File: src/common/plsc_consts.svh
`ifndef PLSC_CONSTS_SVH
`define PLSC_CONSTS_SVH

// Register-port map
`define PLSC_ADDR_W 4
`define PLSC_OFF_STATUS 4'h0
`define PLSC_OFF_STRAP 4'h1
`define PLSC_OFF_XOVER 4'h2
`define PLSC_OFF_GPO 4'h3

// Crossover override register fields
`define PLSC_XOVER_OVR_BIT 15
`define PLSC_XOVER_VAL_BIT 0

// Strap register fields
`define PLSC_STRAP_ADDR_LSB 0
`define PLSC_STRAP_MODE_LSB 5
`define PLSC_STRAP_REG_BIT 8
`define PLSC_STRAP_XOV_BIT 9
`define PLSC_STRAP_DONE_BIT 10

// Reset values
`define PLSC_XOVER_RST 16'h0000
`define PLSC_GPO_RST 1'h0

// Settle delay between reset release and strap sampling
`define PLSC_SETTLE_NS 80
`define PLSC_CLK_NS 40
`define PLSC_SETTLE_CYC ((`PLSC_SETTLE_NS + `PLSC_CLK_NS - 1) / `PLSC_CLK_NS)

`endif

File: src/common/plsc_pkg.sv
package plsc_pkg;

	typedef enum logic [1:0] {
		PLSC_IN_RESET,
		PLSC_SETTLE,
		PLSC_RUN
	} plsc_phase_e;

	typedef struct packed {
		logic speed_fast;
		logic link_up;
		logic carrier;
		logic full_duplex;
	} plsc_status_s;

	typedef struct packed {
		logic [4:0] mgmt_addr;
		logic [2:0] mode;
		logic reg_on;
		logic xover;
	} plsc_strap_s;

	typedef struct packed {
		logic [3:0] addr;
		logic [15:0] wdata;
		logic wr;
		logic rd;
	} plsc_bus_s;

endpackage

File: src/hw/plsc_top.sv
// Notes on behaviour
// RL1 - Speed indicator active at 100, inactive 10
// RL2 - Link indicator active when link established
// RL3 - Activity indicator follows active-medium carrier sense
// RL4 - Duplex indicator active in full duplex
// RL5 - Five straps form management address bits
// RL6 - Address bits 0-3 share four indicator pins
// RL7 - Address bit 4 shares general output one
// RL8 - Three mode straps form default mode
// RL9 - Regulator strap high enables core regulator
// RL10 - Crossover enabled when strap high or floating
// RL11 - Register bit 15 overrides strapped crossover
// RL12 - Data valid while decoded nibbles presented
// RL13 - Data valid unused in reduced interface mode
// RL14 - Carrier sense output follows detected carrier
// RL15 - Straps latched on reset rising edge; the code samples them on the mclk edge that ends the settle count
// RL16 - Mode bits loaded from straps at release
// RL17 - Shared pins undriven until capture done
`timescale 1ns/1ps
`include "plsc_consts.svh"

module plsc_top import plsc_pkg::*; #(
	parameter int SETTLE_CYC = `PLSC_SETTLE_CYC
) (
	// Clock and reset
	input wire logic mclk,
	input wire logic ext_reset_n,
	// Register port
	input wire logic [`PLSC_ADDR_W-1:0] reg_addr,
	input wire logic [15:0] reg_wdata,
	input wire logic reg_wr,
	input wire logic reg_rd,
	output logic [15:0] reg_rdata,
	// Link status from the transceiver core
	input wire logic core_speed_fast,
	input wire logic core_link_up,
	input wire logic core_carrier,
	input wire logic core_full_duplex,
	input wire logic core_rx_nibble_valid,
	input wire logic rmii_mode,
	// Dedicated straps
	input wire logic [2:0] mode_strap,
	input wire logic reg_en_strap,
	input wire logic auto_crossover_strap,
	// Shared indicator and address pins
	input wire logic indicator_one_in,
	output logic indicator_one_out,
	output logic indicator_one_oe,
	input wire logic indicator_two_in,
	output logic indicator_two_out,
	output logic indicator_two_oe,
	input wire logic indicator_three_in,
	output logic indicator_three_out,
	output logic indicator_three_oe,
	input wire logic indicator_four_in,
	output logic indicator_four_out,
	output logic indicator_four_oe,
	input wire logic general_out_one_in,
	output logic general_out_one_out,
	output logic general_out_one_oe,
	// Media interface status
	output logic carrier_sense,
	output logic rx_data_valid,
	// Captured configuration
	output logic [4:0] strap_mgmt_addr,
	output logic [2:0] default_mode,
	output logic core_regulator_on,
	output logic auto_crossover_en,
	output logic strap_done
);

	plsc_phase_e phase_q;
	logic [7:0] settle_q;
	plsc_strap_s strap_q;
	plsc_status_s stat_q;
	logic [15:0] xover_q;
	logic gpo_q;
	logic crs_q;
	logic rxdv_q;
	logic [15:0] rdata_q;
	logic drive;

	// Reset release: a short settle, then one sampling edge
	always_ff @(posedge mclk or negedge ext_reset_n) begin
		if (!ext_reset_n) begin
			phase_q <= PLSC_IN_RESET;
			settle_q <= 8'h00;
		end else begin
			unique case (phase_q)
				PLSC_IN_RESET: begin
					phase_q <= PLSC_SETTLE;
					settle_q <= 8'h00;
				end
				PLSC_SETTLE: begin
					if (settle_q >= 8'(SETTLE_CYC - 1)) begin
						phase_q <= PLSC_RUN;
					end
					settle_q <= settle_q + 8'h01;
				end
				PLSC_RUN: begin
					phase_q <= PLSC_RUN;
				end
			endcase
		end
	end

	wire sample_now = (phase_q == PLSC_SETTLE) && (settle_q >= 8'(SETTLE_CYC - 1));

	// Strap capture on the way out of reset
	always_ff @(posedge mclk or negedge ext_reset_n) begin
		if (!ext_reset_n) begin
			strap_q <= '0;
		end else if (sample_now) begin
			strap_q.mgmt_addr <= {general_out_one_in, indicator_four_in, indicator_three_in,
				indicator_two_in, indicator_one_in}; // RL5 RL6 RL7 RL15
			strap_q.mode <= mode_strap; // RL8 RL16
			strap_q.reg_on <= reg_en_strap; // RL9
			strap_q.xover <= auto_crossover_strap; // RL10
		end
	end

	// Status registering
	always_ff @(posedge mclk or negedge ext_reset_n) begin
		if (!ext_reset_n) begin
			stat_q <= '0;
			crs_q <= 1'b0;
			rxdv_q <= 1'b0;
		end else begin
			stat_q.speed_fast <= core_speed_fast; // RL1
			stat_q.link_up <= core_link_up; // RL2
			stat_q.carrier <= core_carrier; // RL3
			stat_q.full_duplex <= core_full_duplex; // RL4
			crs_q <= core_carrier; // RL14
			rxdv_q <= core_rx_nibble_valid && !rmii_mode; // RL12 RL13
		end
	end

	// Software registers
	always_ff @(posedge mclk or negedge ext_reset_n) begin
		if (!ext_reset_n) begin
			xover_q <= `PLSC_XOVER_RST;
			gpo_q <= `PLSC_GPO_RST;
		end else if (reg_wr) begin
			if (reg_addr == `PLSC_OFF_XOVER) begin
				xover_q <= reg_wdata;
			end
			if (reg_addr == `PLSC_OFF_GPO) begin
				gpo_q <= reg_wdata[0];
			end
		end
	end

	// Read data, valid the cycle after the strobe
	always_ff @(posedge mclk or negedge ext_reset_n) begin
		if (!ext_reset_n) begin
			rdata_q <= 16'h0000;
		end else if (reg_rd) begin
			unique case (reg_addr)
				`PLSC_OFF_STATUS: rdata_q <= {12'h000, stat_q};
				`PLSC_OFF_STRAP: rdata_q <= {5'h00, strap_done, auto_crossover_en,
					strap_q.reg_on, strap_q.mode, strap_q.mgmt_addr};
				`PLSC_OFF_XOVER: rdata_q <= xover_q;
				`PLSC_OFF_GPO: rdata_q <= {15'h0000, gpo_q};
				default: rdata_q <= 16'h0000;
			endcase
		end else begin
			rdata_q <= 16'h0000;
		end
	end

	assign drive = (phase_q == PLSC_RUN); // RL17
	assign reg_rdata = rdata_q;
	assign strap_done = drive;
	assign strap_mgmt_addr = strap_q.mgmt_addr;
	assign default_mode = strap_q.mode;
	assign core_regulator_on = strap_q.reg_on;
	assign auto_crossover_en = xover_q[`PLSC_XOVER_OVR_BIT] ?
		xover_q[`PLSC_XOVER_VAL_BIT] : strap_q.xover; // RL11

	assign indicator_one_out = drive & stat_q.speed_fast;
	assign indicator_two_out = drive & stat_q.link_up;
	assign indicator_three_out = drive & stat_q.carrier;
	assign indicator_four_out = drive & stat_q.full_duplex;
	assign general_out_one_out = drive & gpo_q;
	assign indicator_one_oe = drive;
	assign indicator_two_oe = drive;
	assign indicator_three_oe = drive;
	assign indicator_four_oe = drive;
	assign general_out_one_oe = drive;
	assign carrier_sense = crs_q;
	assign rx_data_valid = rxdv_q;

endmodule

File: config.mk
export PLATFORM = sky130hd
export DESIGN_NAME = plsc_top
export DESIGN_NICKNAME = d
export VERILOG_FILES = /design/src/common/plsc_pkg.sv /design/src/hw/plsc_top.sv
export VERILOG_INCLUDE_DIRS = /design/src /design/src/common
export SDC_FILE = /design/constraint.sdc
export NUM_CORES = 1
export LEC_CHECK = 0
export ABC_AREA = 1
export ABC_CLOCK_PERIOD_IN_PS = 1300
export BUFFER_PORTS_ARGS = -buffer_cell sky130_fd_sc_hd__buf_2
export CORE_MARGIN = 2
export CORE_UTILIZATION = 46
export DETAILED_ROUTE_END_ITERATION = 7
export GPL_ROUTABILITY_DRIVEN = 0
export HOLD_SLACK_MARGIN = 0.15
export PLACE_DENSITY = 0.73
export SLEW_MARGIN = 10
export SYNTH_ARGS = -nofsm -noshare
export SYNTH_HDL_FRONTEND = slang
export SYNTH_SLANG_ARGS = --single-unit
File: constraint.sdc
create_clock -name mclk -period 1.3 [get_ports mclk]
set_input_delay 0.26 -clock mclk [delete_from_list [all_inputs] [get_ports mclk]]
set_output_delay 0.26 -clock mclk [all_outputs]
set_load 0.01 [all_outputs]
======== Yosys cells after proc, flatten, opt, wreduce, memory -nomap -nowiden ========
Cells that the tools add are included.
cells by class
  add/subtract/negate cells ............... 1
  multipliers ............................. 0
  div/mod/pow operators ................... 0
  magnitude comparators ................... 1
  equal/unequal tests ..................... 6
  shifts and indexed selects .............. 0
  mux-type cells .......................... 6
  bitwise gates (word level) .............. 5
  reductions and logical operators ........ 8
operator list
  operator               number
  $pmux W16 S4           1
  $mux W16               1
  $pmux W8 S2            1
  $add A8 B1 Y8 const B  1
  $eq A4 B2 Y1 const B   2
  $ge A8 B1 Y1 const B   1
  $pmux W2 S3            1
  $and A1 B1 Y1          5
  $eq A4 B1 Y1 const B   1
  $logic_not A4 Y1       1
  $reduce_and A2 Y1      2
  $eq A2 B1 Y1 const B   1
  $eq A2 B2 Y1 const B   1
  $logic_and A1 B1 Y1    2
  $logic_not A2 Y1       1
  $mux W2                1
  $ne A2 B2 Y1 const B   1
  $reduce_bool A2 Y1     1
  $logic_not A1 Y1       1
  $mux W1                1
word-level totals
  flip-flop bits (word level) ............. 58
  latch bits .............................. 0
  RAM bits ................................ 0
  bits in read-only memories .............. 0
  input bits .............................. 40
  output and inout port bits .............. 39
  word-level logic and storage cells ...... 41
  memories kept ........................... 0

======== Depth between registers and ports, before layout ========
Gate-level depths: netlist (run 1).
  depth after elaboration ................. 3
  gate-level depth with buffers ........... 9
  mapped depth without buffers ............ 9

======== Worst setup path after synthesis (run 1) ========
No wires, ideal clock.
  path kind ............................... reg2reg
  from .................................... register settle_q[0]
  to ...................................... register strap_q, in the netlist core_regulator_on
  library setup time ...................... 0.117 ns
  arrival ................................. 1.163 ns
  required time ........................... 1.183 ns
  slack ................................... 0.020 ns
  stages on the path, launching flop included .. 9
  buffers on the path ..................... 1
  period minus slack after synthesis ...... 1.280 ns
  path through ............................ dfrtp_1 ha_1 inv_1 nand2_1 nor2_1 nand2_1 buf_2 nand3_1 nand2_1
between the ends
  word-level cells in the longest chain between the ends .. 2
ends and longest elaborated chain
  what                    RTL line         text
  start, declared         plsc_top.sv:73   logic [7:0] settle_q;
  start signal, assigned  plsc_top.sv:98   settle_q <= settle_q + 8'h01;
  $ge A8 B1 Y1            plsc_top.sv:107  wire sample_now = (phase_q == PLSC_SETTLE) && (settle_q >= 8'(SETTLE_CYC - 1));
  $logic_and A1 B1 Y1     plsc_top.sv:107
  end, declared           plsc_top.sv:74   plsc_strap_s strap_q;
No other way between the ends.
A chain may end at the register's enable or synchronous reset.

======== Final worst setup path (run 1) ========
  from .................................... register phase_q[0]
  to ...................................... output port indicator_four_oe
between the ends
  word-level cells in the longest chain between the ends .. 1
ends and longest elaborated chain
  what                    RTL line         text
  start, declared         plsc_top.sv:72   plsc_phase_e phase_q;
  start signal, assigned  plsc_top.sv:86   phase_q <= PLSC_IN_RESET;
  start signal, assigned  plsc_top.sv:91   phase_q <= PLSC_SETTLE;
  start signal, assigned  plsc_top.sv:96   phase_q <= PLSC_RUN;
  $eq A2 B2 Y1            plsc_top.sv:171  assign drive = (phase_q == PLSC_RUN);
  end, declared           plsc_top.sv:57   output logic indicator_four_oe,
No other way between the ends.

==> results of run 1 <==
[sequential cells by signal, summed over array words and instances (netlist names), 2 cells and up]
register / cells
settle_q: 8
stat_q: 3
xover_q: 16
reg_rdata: 16
strap_mgmt_addr: 5
phase_q: 2
default_mode: 3
[logic make-up (layout without fill, tap and decap cells)]
| logic type | Yosys count | after routing | synth area share |
|---|---|---|---|
| flops | 58 | 58 | 0.538 |
| fa+ha+maj | 6 | 6 | 0.0278 |
| buf+inv | 62 | 187 | 0.111 |
| simple gates | 164 | 165 | 0.257 |
| compound gates | 35 | 35 | 0.0659 |
[Yosys cell counts (all sizes together)]
cell    instances
nor3            1
nand2          96
dfrtp          58
a21oi          10
buf            21
nor2           24
o21ai          24
inv            39
nand4           1
clkbuf          2
nand3          42
o31ai           1
ha              6
[timing repair]
item,in CTS,in global routing
cloned,1,1
hold endpoints to repair,79,0
pin swaps,11,18
resized for setup,37,50
buffers inserted,7,11
hold buffers,23,0
setup endpoints to repair,26,33
[stage by stage]
step           total power [mW]  hold WS [ns]  setup WS [ns]
2_1_floorplan              2.26       -0.0356         0.0197
4_1_cts                    3.99         0.154         -0.265
3_5_place_dp               2.47         0.286         -0.119
6_report                   4.00         0.116         -0.258
3_3_place_gp               2.45         0.284        -0.0486
5_1_grt                    4.17         0.148         -0.291
[per-layer routing]
layer	vias up	GRT usage	wire length [microns]
met2	126	0.370	3900
met3	17	0.0438	519
met4	0	0.0983	160
met5	-	0	0
met1	1253	0.278	3050
li1	1253	-	-
[worst paths after layout]
path                                      startpoint           endpoint  slack, ns  depth (start not counted)
worst max-delay path                      phase_q[0]  indicator_four_oe      -0.26                          4
worst min-delay path            core_rx_nibble_valid      rx_data_valid       0.12                          3
worst max register to register            phase_q[1]        settle_q[3]      -0.24                          8
worst min register to register           xover_q[12]      reg_rdata[12]       0.49                          2
max in group asynchronous                ext_reset_n        settle_q[0]       0.57                          3
min in group asynchronous                ext_reset_n      reg_rdata[14]       0.44                          3
[layout make-up]
type,instances,area (sq um),share of cell area
Sequential cell,58,1450,0.361
Multi-Input combinational cell,206,1190,0.296
Timing Repair Buffer,133,966,0.240
Clock buffer,13,159,0.0395
Inverter,39,151,0.0376
Tap cell,72,90.1,0.0224
Clock inverter,2,12.5,0.00311
[power groups by stage]
stage / Sequential, mW / Clock (mW) / Combinational [mW]
final: 2.03 / 1.47 / 0.498
after global routing: 2.05 / 1.56 / 0.563
after detailed placement: 2.06 / 0 / 0.412
after global placement: 2.05 / 0 / 0.400
after floorplan: 2.04 / 0 / 0.220
after CTS: 2.02 / 1.47 / 0.492
[worst reg2reg max path, stage by stage (launching register included)]
cell	delay (ns)
dfrtp_1	0.41
buf_4	0.15
buf_6	0.12
inv_4	0.06
ha_4	0.17
inv_4	0.06
buf_4	0.14
o31ai_2	0.22
inv_1	0.08
==> flow_summary.yaml, run 1 <==
power:
  ir_worst_vdd_uv: 712
  p_int_mw: 2.96
  p_sw_mw: 1.04
  power_density_mw_per_mm2: 994
  seqPwrFrac: 0.508
  swShare: 0.260
  leakage_nw: 2.09
  comb_power_share: 0.125
  pwr-share-clk: 0.368
global_route:
  antenna_found_initial: 0
  grtUsageTotal: 0.222
  grt_max_degree: 59
  grt_overflow: 0
  grt_pass1_wl_microns: 10800
  grt_pass1_vias: 2417
timing:
  final.min_clock_period_ns: 1.56
  fin_setup_tns_ns: -5.06
  worst_slew_margin_rel: 0.777
  setup_ws_ns: -0.258
  hold_viol_final: 0
  slew_violations: 0
  fmax_mhz: 642
  tightest_slew_ns: 0.334
  setup_viol: 32
  fin_skew_ns: 0.0103
  rsz0062_at_grt: "true"
  post-route-period-util: 1.20
run:
  maxCapViolCount: 0
place:
  dpl.hpwl_microns: 4360
  io_buffers: 78
  place_inst: 469
  place_area_sq_mm: 0.00319
cts:
  htree_levels: 3
  tritoncts: "done"
  cts.path.max_buffers: 2
  root_buffer: "clkbuf_8"
  cts.sink_count: 58
  clkSlewWorstSetupHoldPaths_ns: 0.07
  clk_latency_ns: 0.34
  cts_buffers: 9
detailed_routing:
  dr.pass1.iters: 5
  drtAntennaViolNets: 0
  detail_route.wl_per_cell_microns: 14.6
  drt_iter0_markers: 159
  vias_per_cell: 5.07
  vias: 2649
  drc: 0
  drt-total-wl_microns: 7630
logic_synthesis:
  syn-cell-area_sq_mm: 0.00270
  synth-seq-cells: 58
  netlist_top_cells_area: "dfrtp_1 54%, nand2_1 13%, nand3_1 7.8%"
  synth_cell_type_count: 19
  ys_warn_count: 0
  syn_inst: 325
  synth_top_area_frac: 0.538
  synth_largest_area_cell: "dfrtp_1"
  syn_nets: 371
  yosysSeqAreaShare: 0.538
  avgSynthCellArea_sq_um: 8.30
die:
  die_x_microns: 80.6
  start_util: 0.484
  io_pins: 79
  core_sq_mm: 0.00557
  fp.dieH_microns: 80.6
  rows: 27
  die-area_sq_mm: 0.00649
worst_setup_path:
  end_kind: "output pin"
  crit_required_ns: 1.04
  cp_max_fo: 7
  cpPeakStageDelay_ns: 0.39
  path_buf_inv: 3
  cp_cell_sequence: "inv_2 > ha_4 > buf_8 > buf_6"
  cp-start-kind: "flop"
  slowest_stage: "dfrtp_1"
  cp.arrival_ns: 1.30
  cpLargestDelayFamily: "flip-flops"
  crit_type: "reg -> out"
layout:
  final_area_sq_mm: 0.00402
  syn_to_final_growth_pct: 49.1
  drive_gt1_frac: 0.399
  nets: 493
  antenna_cells: 0
  nFillCells: 394
  stdcell_count: 523
  mostFrequentLayoutCells: "82 x nand2_1, 73 x buf_2, 57 x dfrtp_1, 31 x nand3_1, 29 x inv_1"
  utilization: 0.721
  final_common_cell: "nand2_1"
outcome:
  failed_checks: "negative setup slack"
  status: "finished with violations"
hold_path:
  hp-class: "in -> reg"
No activity file was read; power rests on OpenSTA's default activity.
==> run 2: changes to the inputs <==
--- a/config.mk
+++ b/config.mk
@@ -9,12 +9,14 @@
 export ABC_AREA = 1
 export ABC_CLOCK_PERIOD_IN_PS = 1300
 export BUFFER_PORTS_ARGS = -buffer_cell sky130_fd_sc_hd__buf_2
+export CORE_ASPECT_RATIO = 1.75
 export CORE_MARGIN = 2
 export CORE_UTILIZATION = 46
 export DETAILED_ROUTE_END_ITERATION = 7
 export GPL_ROUTABILITY_DRIVEN = 0
 export HOLD_SLACK_MARGIN = 0.15
 export PLACE_DENSITY = 0.73
+export SETUP_SLACK_MARGIN = 0.5
 export SLEW_MARGIN = 10
 export SYNTH_ARGS = -nofsm -noshare
 export SYNTH_HDL_FRONTEND = slang
==> constraint.sdc (replaced) <==
create_clock -name mclk -period 1.3 [get_ports mclk]
set_input_delay 0.26 -clock mclk [delete_from_list [all_inputs] [get_ports mclk]]
set_output_delay 0.26 -clock mclk [all_outputs]
set_load 0.1 [all_outputs]
==> run 2 against run 1 <==
  * The flow now stops in global routing (5_1_grt)
  * Synthesized cell count unchanged
  * Synthesized area is the same
==> flow_summary.yaml, run 2 <==
die:
  io_pins: 79
  die_x_microns: 61.9
  fp.dieH_microns: 105
  rows: 36
  start_util: 0.479
outcome:
  haltStage: "global routing (5_1_grt)"
  firstError: "[ERROR DPL-0038] Utilization greater than 100%, impossible to legalize"
  status: "aborted with a tool error"
place:
  dpl.hpwl_microns: 5710
  io_buffers: 78
  pre_cts_ws_ns: -0.0616
logic_synthesis:
  synth_top_area_frac: 0.538
  synth-seq-cells: 58
  yosysSeqAreaShare: 0.538
  syn-cell-area_sq_mm: 0.00270
  syn_nets: 371
  synth_common_cells: "95 x nand2_1, 58 x dfrtp_1, 42 x nand3_1"
  netlist_top_cells_area: "dfrtp_1 54%, nand2_1 13%, nand3_1 7.8%"
  ys.flop_type: "dfrtp_1"
  postSynth.asyncResetShare: 1.00
  synth_largest_area_cell: "dfrtp_1"
  avgSynthCellArea_sq_um: 8.30
  synth_cell_type_count: 19
  syn_inst: 325
  post-synth-top-count-cell: "nand2_1"
  ys_warn_count: 0
  synth_edf_count: 0
global_route:
  grt_max_degree: 26
timing:
  worstEpCategory: "output port"
  grt-worst-endpoint: "indicator_four_out"
cts:
  root_buffer: "clkbuf_8"
  cts_buffers: 9
  cts.sink_count: 58
  htree_levels: 3
  cts.path.max_buffers: 2
[run 2: cell counts after synthesis]
No cell type changed its count.
[run 2: cell families after synthesis]
kind of cell | count (synthesis) | synth area share
buf+inv | 62 | 0.111
flops | 58 | 0.538
fa+ha+maj | 6 | 0.0278
compound gates | 35 | 0.0659
simple gates | 164 | 0.257
[run 2: metrics by stage]
step	cells	setup TNS, ns	util	cell area, sq um	hold slack [ns]
after floorplan	325	-2.36	-	3100	-0.0356
after detailed placement	476	-0.594	0.724	4080	0.211
after global placement	476	-0.278	0.724	4080	0.206
after CTS	550	-4.88	0.940	5290	-0.163
[run 2: timing repair]
item,in CTS
endpoints found under the hold margin,40
cloned,4
pin swaps,28
setup buffers,26
endpoints found under the setup margin,76
resized for setup,106
hold buffers,28
==> run 3: changes to the inputs <==
--- a/config.mk
+++ b/config.mk
@@ -7,16 +7,13 @@
 export NUM_CORES = 1
 export LEC_CHECK = 0
 export ABC_AREA = 1
-export ABC_CLOCK_PERIOD_IN_PS = 1300
+export ABC_CLOCK_PERIOD_IN_PS = 1690
 export BUFFER_PORTS_ARGS = -buffer_cell sky130_fd_sc_hd__buf_2
-export CORE_ASPECT_RATIO = 1.75
 export CORE_MARGIN = 2
-export CORE_UTILIZATION = 46
+export CORE_UTILIZATION = 40
 export DETAILED_ROUTE_END_ITERATION = 7
 export GPL_ROUTABILITY_DRIVEN = 0
-export HOLD_SLACK_MARGIN = 0.15
-export PLACE_DENSITY = 0.73
-export SETUP_SLACK_MARGIN = 0.5
+export PLACE_DENSITY_LB_ADDON = 0.15
 export SLEW_MARGIN = 10
 export SYNTH_ARGS = -nofsm -noshare
 export SYNTH_HDL_FRONTEND = slang
==> constraint.sdc (replaced) <==
create_clock -name mclk -period 1.69 [get_ports mclk]
set_input_delay 0.338 -clock mclk [delete_from_list [all_inputs] [get_ports mclk]]
set_output_delay 0.338 -clock mclk [all_outputs]
set_load 0.1 [all_outputs]
==> run 3 against run 2 <==
  * The flow now finishes, with violations (negative setup slack)
==> flow_summary.yaml, run 3 (synthesis gave the netlist of run 1 again) <==
outcome:
  status: "finished with violations"
  failed_checks: "negative setup slack"
cts:
  cts.sink_count: 58
  cts.path.max_buffers: 2
  clkSlewWorstSetupHoldPaths_ns: 0.07
  tritoncts: "done"
  htree_levels: 3
  clk_latency_ns: 0.34
  root_buffer: "clkbuf_8"
  cts_buffers: 9
layout:
  utilization: 0.570
  final_area_sq_mm: 0.00366
  stdcell_count: 491
  final_common_cell: "nand2_1"
  nets: 455
  syn_to_final_growth_pct: 35.7
  drive_gt1_frac: 0.321
  mostFrequentLayoutCells: "89 x nand2_1, 66 x buf_2, 57 x dfrtp_1, 42 x nand3_1, 31 x inv_1"
  nFillCells: 603
  antenna_cells: 0
hold_path:
  whs_endpoint: "stat_q[3]"
  hp-class: "in -> reg"
  hold_path_depth: 1
  min-delay-start: "core_speed_fast"
timing:
  hold_viol_final: 0
  fin_setup_tns_ns: -0.520
  fmax_mhz: 574
  setup_viol: 11
  fin_skew_ns: 0.00637
  tightest_slew_ns: 0.517
  worst_slew_margin_rel: 0.658
  hold_ws_ns: 0.102
  setup_ws_ns: -0.0519
  slew_violations: 0
  post-route-period-util: 1.03
  final.min_clock_period_ns: 1.74
  rsz0062_at_grt: "true"
place:
  place_inst: 464
  io_buffers: 78
  dpl.hpwl_microns: 4690
  pre_cts_ws_ns: 0.172
  place_area_sq_mm: 0.00333
worst_setup_path:
  crit_required_ns: 1.35
  slowest_stage: "dfrtp_1"
  cp.arrival_ns: 1.40
  cp_max_fo: 5
  cp-start-kind: "flop"
  end_kind: "output pin"
  cp_cell_sequence: "ha_4 > buf_12 > nand2_4 > clkinvlp_4 > buf_12"
  r2r_start: "phase_q[0]"
  cpPeakStageDelay_ns: 0.42
  crit_top_cell: "buf_12"
  rr_endpoint: "settle_q[3]"
  r2r_cells: 9
  crit_type: "reg -> out"
  reg2reg_slack_ns: 0.12
die:
  start_util: 0.420
  die-area_sq_mm: 0.00742
  io_pins: 79
  fp.dieH_microns: 86.1
  die_x_microns: 86.1
  core_sq_mm: 0.00642
  rows: 29
global_route:
  grt_pass1_vias: 2365
  grt_pass1_wl_microns: 11100
  grt_overflow: 0
  grt_max_degree: 46
  antenna_found_initial: 0
  grtUsageTotal: 0.194
detailed_routing:
  vias_per_cell: 4.80
  dr.pass1.iters: 4
  detail_route.wl_per_cell_microns: 13.3
  vias: 2356
  drc: 0
  drtAntennaViolNets: 0
  drt-total-wl_microns: 6550
  drt_iter0_markers: 133
power:
  leakage_nw: 1.96
  power_density_mw_per_mm2: 958
  total_power_mw: 3.51
  ir_worst_vdd_uv: 433
run:
  maxCapViolCount: 0
run 3: report_power, final:
group          internal (mW)  leakage [nW]  switching (mW)
clock network          0.716         0.103           0.565
logic                  0.185          1.11           0.478
registers               1.50         0.738          0.0598
run 3: repair_timing:
item | CTS | global route
buffers inserted | 9 | 1
pin swaps | 3 | 1
endpoints found under the setup margin | 11 | 20
gates cloned | 0 | 0
gates resized for setup | 6 | 2
hold buffers | 1 | 0
hold endpoints to repair | 13 | 0
run 3: final cells by class:
| cell class | instances | area, sq um | share of cell area |
|---|---|---|---|
| sequential | 58 | 1450 | 0.397 |
| multi-input combinational | 205 | 1010 | 0.275 |
| timing repair buffer | 96 | 746 | 0.204 |
| inverter | 39 | 165 | 0.0451 |
| clock buffer | 11 | 141 | 0.0386 |
| tap | 77 | 96.3 | 0.0263 |
| clock inverter | 5 | 53.8 | 0.0147 |
run 3: worst max-delay path, delay by kind of cell, from the launching register on:
family / cells / cell delay (ns)
adder cells (fa/ha/maj): 1 / 0.19
flip-flops: 1 / 0.42
buffers and inverters: 3 / 0.39
AND/OR/NAND/NOR: 1 / 0.07
run 3: how the worst max path moves through the flow:
stage                    start             endpoint  slack, ns
floorplan           phase_q[0]  indicator_three_out       0.01
finish              phase_q[1]  general_out_one_out      -0.05
global placement    phase_q[0]    indicator_one_out       0.20
CTS                 phase_q[1]  general_out_one_out      -0.06
detailed placement  phase_q[0]  general_out_one_out       0.17
global route        phase_q[0]     indicator_two_oe      -0.10
run 3: layer usage:
layer	routed length, microns	vias up	track usage
li1	-	1181	-
met1	2920	1097	0.259
met2	3120	62	0.302
met3	356	16	0.0356
met4	155	0	0.0981
met5	0	-	0
